### src/design/dswp_pkg.sv
// Package for the drive status word and process-data mapping block.
// Assumes a single core clock; registers are named by object index, field offsets are bit positions, not byte addresses.
package dswp_pkg;
  // Object indices of the mapped registers
  localparam logic [15:0] IDX_TARGET_POS  = 16'h2001;
  localparam logic [15:0] IDX_ACTUAL_POS  = 16'h2003;
  localparam logic [15:0] IDX_CONTROL     = 16'h2024;
  localparam logic [15:0] IDX_STATUS      = 16'h2025;
  localparam logic [15:0] IDX_SPEED       = 16'h2030;
  // Receive object field positions
  localparam int RX_CTRL_LSB = 0;
  localparam int RX_TGT_LSB  = 16;
  localparam int RX_WIDTH    = 48;
  // Transmit object field positions
  localparam int TX_STAT_LSB = 0;
  localparam int TX_SPD_LSB  = 16;
  localparam int TX_POS_LSB  = 32;
  localparam int TX_WIDTH    = 64;
  // Status and control bit positions
  localparam int ST_TARGET   = 0;
  localparam int ST_DRAG     = 1;
  localparam int ST_JOG_REV  = 2;
  localparam int ST_JOG_FWD  = 3;
  localparam int ST_TORQUE   = 4;
  localparam int CW_ACK      = 14;
  // Reset values
  localparam logic [15:0] STATUS_RST = 16'h0000;
  localparam logic [15:0] CTRL_RST   = 16'h0000;
  // Acknowledge toggle tracker states
  typedef enum logic [1:0] {
    DSWP_ACK_IDLE = 2'b00,
    DSWP_ACK_HIGH = 2'b01,
    DSWP_ACK_DONE = 2'b11
  } dswp_ack_t;
endpackage

### src/design/dswp_torque_latch.sv
// Torque-off enabling status with acknowledge-dependent failure latching.
// Assumes inputs synchronous to core_clk; validInput already folds test pulses.
`timescale 1ns/100ps
module dswp_torque_latch (
  // Clock and reset
  input  wire logic core_clk,
  input  wire logic nrst,
  input  wire logic clkEn,
  // Conditions
  input  wire logic validInput,
  input  wire logic ackBit,
  input  wire logic moving,
  input  wire logic runCmd,
  // Result
  output logic      enableFlag
);
  typedef struct packed {
    logic             fail;
    dswp_pkg::dswp_ack_t ackSt;
  } dswp_tl_t;
  dswp_tl_t stReg;
  dswp_tl_t stNext;

  // Latch a failure only with acknowledge low and motion or a run request
  always_comb
  begin
    stNext = stReg;
    case (stReg.ackSt)
      dswp_pkg::DSWP_ACK_IDLE: if (ackBit) stNext.ackSt = dswp_pkg::DSWP_ACK_HIGH;
      dswp_pkg::DSWP_ACK_HIGH: if (!ackBit) stNext.ackSt = dswp_pkg::DSWP_ACK_DONE;
      dswp_pkg::DSWP_ACK_DONE: stNext.ackSt = ackBit ? dswp_pkg::DSWP_ACK_HIGH
                                                     : dswp_pkg::DSWP_ACK_IDLE;
      default:                 stNext.ackSt = dswp_pkg::DSWP_ACK_IDLE;
    endcase
    if (!ackBit && !validInput && (moving || runCmd))
      stNext.fail = 1'b1;
    // Clear on the high-to-low step itself so a failure found after it survives
    else if ((runCmd && validInput) || (stReg.ackSt == dswp_pkg::DSWP_ACK_HIGH && !ackBit))
      stNext.fail = 1'b0;
  end

  always_ff @(posedge core_clk)
  begin
    if (!nrst)
      stReg <= '{fail: 1'b0, ackSt: dswp_pkg::DSWP_ACK_IDLE};
    else if (clkEn)
      stReg <= stNext;
  end

  // Acknowledge high shows the input directly; low also masks a latched failure
  assign enableFlag = ackBit ? validInput : (validInput && !stReg.fail);
endmodule

### src/design/dswp_status_core.sv
// Status word and cyclic process-data mapping for a positioning drive.
// Assumes motion logic supplies event pulses and levels synchronous to core_clk.
// Behaviour
// - Receive object: control word in bits 0-15, target value 16-47, fixed.
// - Transmit object: status 0-15, speed 16-31, position 32-63, fixed.
// - Target-reached set on successful positioning, not after manual run unless at limit.
// - After standstill displacement, re-set when readjusting and error within window.
// - Target-reached and block error together: only target-reached is set.
// - Target-reached cleared by far new target, manual run, invalid target, turning.
// - Drag error set when lag exceeds limit outside braking; cleared by new run.
// - Status bits 2 and 3 mirror reverse and forward jog key inputs.
// - With acknowledge high, status bit 4 shows the torque-off enabling input.
// - Acknowledge low: failure latched on motion or run; cleared by run or toggle.
`timescale 1ns/100ps
module dswp_status_core #(
  parameter int POS_W = 32,
  parameter int SPD_W = 16
) (
  // Clock, reset, enable
  input  wire logic                    core_clk,
  input  wire logic                    nrst,
  input  wire logic                    clkEn,
  // Cyclic exchange
  input  wire logic                    pdoStrobe,
  input  wire logic [dswp_pkg::RX_WIDTH-1:0] rxPdo,
  output logic [dswp_pkg::TX_WIDTH-1:0] txPdo,
  // Drive state
  input  wire logic [POS_W-1:0]        actualPos,
  input  wire logic [POS_W-1:0]        setpointPos,
  input  wire logic [SPD_W-1:0]        currentSpeed,
  input  wire logic [POS_W-1:0]        posWindow,
  input  wire logic [POS_W-1:0]        dragLimit,
  input  wire logic                    moving,
  input  wire logic                    braking,
  // Motion events (one-cycle pulses); atLimit is a level
  input  wire logic                    runCmd,
  input  wire logic                    newTarget,
  input  wire logic                    targetDone,
  input  wire logic                    manualEnd,
  input  wire logic                    atLimit,
  input  wire logic                    manualRun,
  input  wire logic                    invalidTarget,
  input  wire logic                    turnedAtRest,
  input  wire logic                    readjustOn,
  input  wire logic                    blockEvent,
  // Pins
  input  wire logic                    jogRevKey,
  input  wire logic                    jogFwdKey,
  input  wire logic                    torqueOffValid,
  // Register view
  output logic [15:0]                  driveControlWord,
  output logic [POS_W-1:0]             targetPositionValue,
  output logic [15:0]                  driveStatusWord,
  output logic                         blockErrorFlag
);
  localparam int TX_WIDTH_L = dswp_pkg::TX_WIDTH;
  typedef struct packed {
    logic [15:0]      ctrl;
    logic [POS_W-1:0] target;
    logic             reached;
    logic             drag;
    logic             block;
    logic             displaced;
    logic [TX_WIDTH_L-1:0] tx;
  } dswp_core_t;

  dswp_core_t rReg;
  dswp_core_t rNext;
  logic       torqueFlag;
  logic [POS_W-1:0] posErr;
  logic [POS_W-1:0] lagErr;
  logic [POS_W-1:0] tgtDist;
  logic [15:0]      statusNow;
  logic             reachSet;

  // Absolute differences
  function automatic logic [POS_W-1:0] absDiff(input logic [POS_W-1:0] a,
                                               input logic [POS_W-1:0] b);
    logic [POS_W-1:0] d;
    d = a - b;
    return d[POS_W-1] ? (POS_W)'(~d + 1'b1) : d;
  endfunction

  assign posErr  = absDiff(actualPos, rReg.target);
  assign lagErr  = absDiff(setpointPos, actualPos);
  assign tgtDist = absDiff(rxPdo[dswp_pkg::RX_TGT_LSB +: POS_W], actualPos);

  // Any set condition of target reached in this update; block error yields to it
  assign reachSet = ((targetDone && !manualEnd) || (manualEnd && atLimit))
                  || (rReg.displaced && !moving && readjustOn && posErr <= posWindow);

  dswp_torque_latch uTorque (
    .core_clk   (core_clk),
    .nrst       (nrst),
    .clkEn      (clkEn),
    .validInput (torqueOffValid),
    .ackBit     (rReg.ctrl[dswp_pkg::CW_ACK]),
    .moving     (moving),
    .runCmd     (runCmd),
    .enableFlag (torqueFlag)
  );

  // Live status word; key bits and bit 4 follow their sources
  always_comb
  begin
    statusNow = dswp_pkg::STATUS_RST;
    statusNow[dswp_pkg::ST_TARGET]  = rReg.reached;
    statusNow[dswp_pkg::ST_DRAG]    = rReg.drag;
    statusNow[dswp_pkg::ST_JOG_REV] = jogRevKey;
    statusNow[dswp_pkg::ST_JOG_FWD] = jogFwdKey;
    statusNow[dswp_pkg::ST_TORQUE]  = torqueFlag;
  end

  // Flag updates; set conditions are evaluated last so they win over clears
  always_comb
  begin
    rNext = rReg;
    if (pdoStrobe)
    begin
      rNext.ctrl = rxPdo[dswp_pkg::RX_CTRL_LSB +: 16];
      rNext.target = rxPdo[dswp_pkg::RX_TGT_LSB +: POS_W];
      if (tgtDist > posWindow)
        rNext.reached = 1'b0;
    end
    if (runCmd)
    begin
      rNext.drag  = 1'b0;
      rNext.block = 1'b0;
      rNext.displaced = 1'b0;
    end
    if (manualRun || invalidTarget)
      rNext.reached = 1'b0;
    if (turnedAtRest)
    begin
      rNext.reached = 1'b0;
      rNext.displaced = 1'b1;
    end
    if (moving && !braking && lagErr > dragLimit)
      rNext.drag = 1'b1;
    if ((targetDone && !manualEnd) || (manualEnd && atLimit))
      rNext.reached = 1'b1;
    else if (rReg.displaced && !moving && readjustOn && posErr <= posWindow)
      rNext.reached = 1'b1;
    if (blockEvent && !reachSet)
      rNext.block = 1'b1;
    if (pdoStrobe)
    begin
      rNext.tx[dswp_pkg::TX_STAT_LSB +: 16]   = statusNow;
      rNext.tx[dswp_pkg::TX_SPD_LSB +: 16]    = 16'(currentSpeed);
      rNext.tx[dswp_pkg::TX_POS_LSB +: 32]    = 32'(actualPos);
    end
  end

  always_ff @(posedge core_clk)
  begin
    if (!nrst)
      rReg <= '0;
    else if (clkEn)
      rReg <= rNext;
  end

  // Register view outputs
  assign txPdo               = rReg.tx;
  assign driveControlWord    = rReg.ctrl;
  assign targetPositionValue = rReg.target;
  assign driveStatusWord     = statusNow;
  assign blockErrorFlag      = rReg.block;
endmodule

### config.mk
export PLATFORM = sky130hd
export DESIGN_NAME = dswp_status_core
export DESIGN_NICKNAME = d
export VERILOG_FILES = /design/src/design/dswp_pkg.sv /design/src/design/dswp_torque_latch.sv /design/src/design/dswp_status_core.sv
export SDC_FILE = /design/constraint.sdc
export NUM_CORES = 1
export LEC_CHECK = 0
export BUFFER_PORTS_ARGS = -buffer_cell sky130_fd_sc_hd__clkbuf_2
export CORE_MARGIN = 2
export CORE_UTILIZATION = 55
export DETAILED_ROUTE_END_ITERATION = 10
export PLACE_DENSITY = 0.82
export SLEW_MARGIN = 30
export SYNTH_ARGS = -nofsm -noshare
export SYNTH_HDL_FRONTEND = slang
export SYNTH_SLANG_ARGS = --single-unit
export TNS_END_PERCENT = 100
### constraint.sdc
create_clock -name core_clk -period 13.7 [get_ports core_clk]
set_input_delay 2.74 -clock core_clk [delete_from_list [all_inputs] [get_ports core_clk]]
set_output_delay 2.74 -clock core_clk [all_outputs]
set_load 0.02 [all_outputs]
==> results.sh <==
export IMPL_status="finished clean"
export IMPL_clock_skew_ps=10.2
export IMPL_max_cap_violations=0
export IMPL_reg2reg_from="targetPositionValue[6]"
export IMPL_min_from="txPdo[19]"
export IMPL_cp_max_fo=11
export IMPL_drt_pass1_iterations=6
export IMPL_drt_vias_per_instance=5.83
export IMPL_drc=0
export IMPL_crit_path_end="driveStatusWord[0]"
export IMPL_drt_met1_wl_um=19600
export IMPL_cp_arrival_ps=9170
export IMPL_crit_slowest_cell="xnor2_1"
export IMPL_synth_top_family_by_area="compound AO/OA/AOI/OAI gates"
export IMPL_grt_overflow=0
export IMPL_fmax_mhz=112
export IMPL_clk_latency_ps=360
export IMPL_setup_tns_ps=0
export IMPL_antenna_left=0
export IMPL_routedWlPerCell_um=18.0
export IMPL_worstMarginPinSlew_ps=937
export IMPL_ys_flop_type="dfxtp_1"
export IMPL_yosys_warnings=0
export IMPL_critPathMaxStageDelay_ps=760
export IMPL_cts_resized_gates=0
export IMPL_wl_met3_um=3230
export IMPL_start_kind="input port"
export IMPL_vias=14588
export IMPL_highest_layer="met5"
export IMPL_cts_path_max_buffers=2
export IMPL_path_cells="clkbuf_2 > ha_1 > a21oi_1 > o21ai_1 > nor4_1 > o21ai_1 > a21oi_1 > o21ai_1 > a211oi_1 > o21ai_1 > xnor2_1 > o21ai_0 > xnor2_1 > ha_1 > a21o_1 > a21o_1 > a21o_1 > a21o_1 > a21o_1 > a21oi_1 > or3_1 > a31oi_1 > a21o_1 > o21ai_0"
export IMPL_post_dp_cell_area_mm2=0.0154
export IMPL_cp_num_cells=24
export IMPL_groute_usage_overall=0.311
export IMPL_coreArea_mm2=0.0259
export IMPL_slew_headroom=0.371
export IMPL_end_kind="flip-flop"
export IMPL_critPathTopFamily="compound AO/OA/AOI/OAI gates"
export IMPL_final_common_cell="nand2_1"
export IMPL_synth_area_mm2=0.0145
export IMPL_fin_nets=2569
export IMPL_cts_sinks=108
export IMPL_ys_seq_area_frac=0.149
export IMPL_finalHoldViolations=0
export IMPL_fin_crit_ps=8930
export IMPL_io_pins=340
export IMPL_crit_buf_inv=1
export IMPL_rsz0062_at_grt="false"
export IMPL_postCtsSetupRepairBufs=0
export IMPL_die_width_um=166
export IMPL_yosysUniqueCellTypes=82
export IMPL_worstReg2RegEnd="driveStatusWord[0]"
export IMPL_p_leak_uw=0.00738
export IMPL_syn_area_per_cell_um2=7.23
export IMPL_cts_hold_buf=0
export IMPL_synthArstFlopShare=0
export IMPL_area_growth_pct=8.55
export IMPL_grt_start_max_net_pins=113
export IMPL_dp_hpwl_um=37000
export IMPL_power_density_mw_per_mm2=96.5
export IMPL_synth_xor_area_frac=0.102
export IMPL_ys_ff_latch=108
export IMPL_synth_simple_area_share=0.205
export IMPL_cp_data_required_time_ps=13940
export IMPL_synth_compound_area_share=0.249
export IMPL_final_area_mm2=0.0157
export IMPL_initial_utilization=0.558
export IMPL_die_y_um=166
export IMPL_timing_worst_setup_path_type="in -> reg"
export IMPL_r2r_slack_ps=6900
export IMPL_place_gp_congestion=0.930
export IMPL_wl_um=45200
export IMPL_drive_above_1_share=0.169
export IMPL_hold_path_class="reg -> reg"
export IMPL_drv_slew=0
export IMPL_synth_adder_area_share=0.170
export IMPL_fin_crit_sh=0.652
export IMPL_vdd_drop_max_v=0.0000543
export IMPL_clkTransAtPathRegs_ps=80
export IMPL_cts_root_buf="clkbuf_16"
export IMPL_final_setup_viol_count=0
export IMPL_grt_pass1_vias=13796
export IMPL_cts_tree="built"
export IMPL_crit_path_start="actualPos[6]"
export IMPL_die_area_mm2=0.0276
export IMPL_crit_top_cell="a21o_1"
export IMPL_cts_buffers=9
export IMPL_synth_area_mux_share=0.00208
export IMPL_r2r_cells=24
export IMPL_synth_edf_count=0
export IMPL_grt_first_pass_wirelength_um=70400
export IMPL_final_cell_mix="317 x nand2_1, 315 x clkbuf_2, 192 x ha_1, 151 x inv_1, 141 x a21oi_1"
export IMPL_std_cell_rows=59
export IMPL_met2_length_um=20800
export IMPL_first_iter_violations=1147
export IMPL_h_tree_depth=3
export IMPL_syn_inst=2000
export IMPL_io_buffers=316
export IMPL_antenna_found_initial=2
cells by family after synthesis:
family,Yosys count
adders and majority gates,195
AOI/OAI and AO/OA,551
xor gates and xnor gates,168
muxes,3
DFF,108
buffers and inverters,341
and+or+nand+nor,633
other,1
how the worst min path moves through the flow:
stage	end	slack, ps	cells past startpoint
detailed placement	txPdo[19]	460	2
floorplan	driveControlWord[0]	440	2
CTS	txPdo[19]	470	2
finish	txPdo[19]	470	2
global route	txPdo[63]	490	2
global placement	blockErrorFlag	450	2
registers in the layout, indices dropped and copies added (netlist names):
signal               count
driveControlWord        16
driveStatusWord          2
uTorque.stReg            3
blockErrorFlag           1
rReg                     1
txPdo                   53
targetPositionValue     32
layout make-up:
| class | count | area (um^2) |
|---|---|---|
| Multi-Input combinational cell | 1572 | 10600 |
| Fill cell | 2400 | 10200 |
| Sequential cell | 108 | 2160 |
| Timing Repair Buffer | 321 | 1630 |
| Inverter | 151 | 567 |
| Tap cell | 335 | 419 |
| Clock buffer | 9 | 225 |
| Clock inverter | 6 | 61.3 |
| Antenna cell | 1 | 2.50 |
worst register-to-register path, cell delays in order (launching register included):
cell and delay [ps]:
dfxtp_1 380, inv_1 60, ha_1 350, a21oi_1 300, o21ai_1 260, nor4_1 540
o21ai_1 230, a21oi_1 310, o21ai_1 180, a211oi_1 330, o21ai_1 180, xnor2_1 760
o21ai_0 260, xnor2_1 210, ha_1 320, a21o_1 120, a21o_1 110, a21o_1 120
a21o_1 120, a21o_1 110, a21oi_1 70, or3_1 320, a31oi_1 760, a21o_1 220
o21ai_0 60
where the power goes:
part	total, uW	internal (uW)	switching (uW)
clock	271	127	143
combinational	906	373	533
sequential	338	328	9.46
per-layer routing:
metal,up-vias,track usage
met4,2,0.115
met1,6745,0.407
met2,592,0.525
met5,-,0
met3,99,0.0415
li1,7150,-
synth_stat cells, drive strengths merged (48+ instances only):
| master | instances | area, um^2 |
|---|---|---|
| nand2 | 318 | 1190 |
| a21boi | 107 | 803 |
| o21ai | 103 | 523 |
| a21o | 48 | 360 |
| ha | 192 | 2400 |
| buf | 130 | 977 |
| xnor2 | 111 | 972 |
| inv | 151 | 567 |
| clkbuf | 60 | 225 |
| dfxtp | 108 | 2160 |
| nor2 | 94 | 353 |
| a21oi | 142 | 714 |
| xor2 | 57 | 499 |
metrics by stage:
step           setup slack, ps  hold WS, ps  power (uW)  instances   util
2_1_floorplan             6350          444        1020       2021      -
3_3_place_gp              4810          451        1190       2487  0.594
3_5_place_dp              4630          459        1230       2487  0.595
4_1_cts                   5000          470        1500       2502  0.606
5_1_grt                   4600          490        1630       2503  0.606
6_report                  4770          467        1510       2503  0.606
No activity file was read; power rests on OpenSTA's default activity.
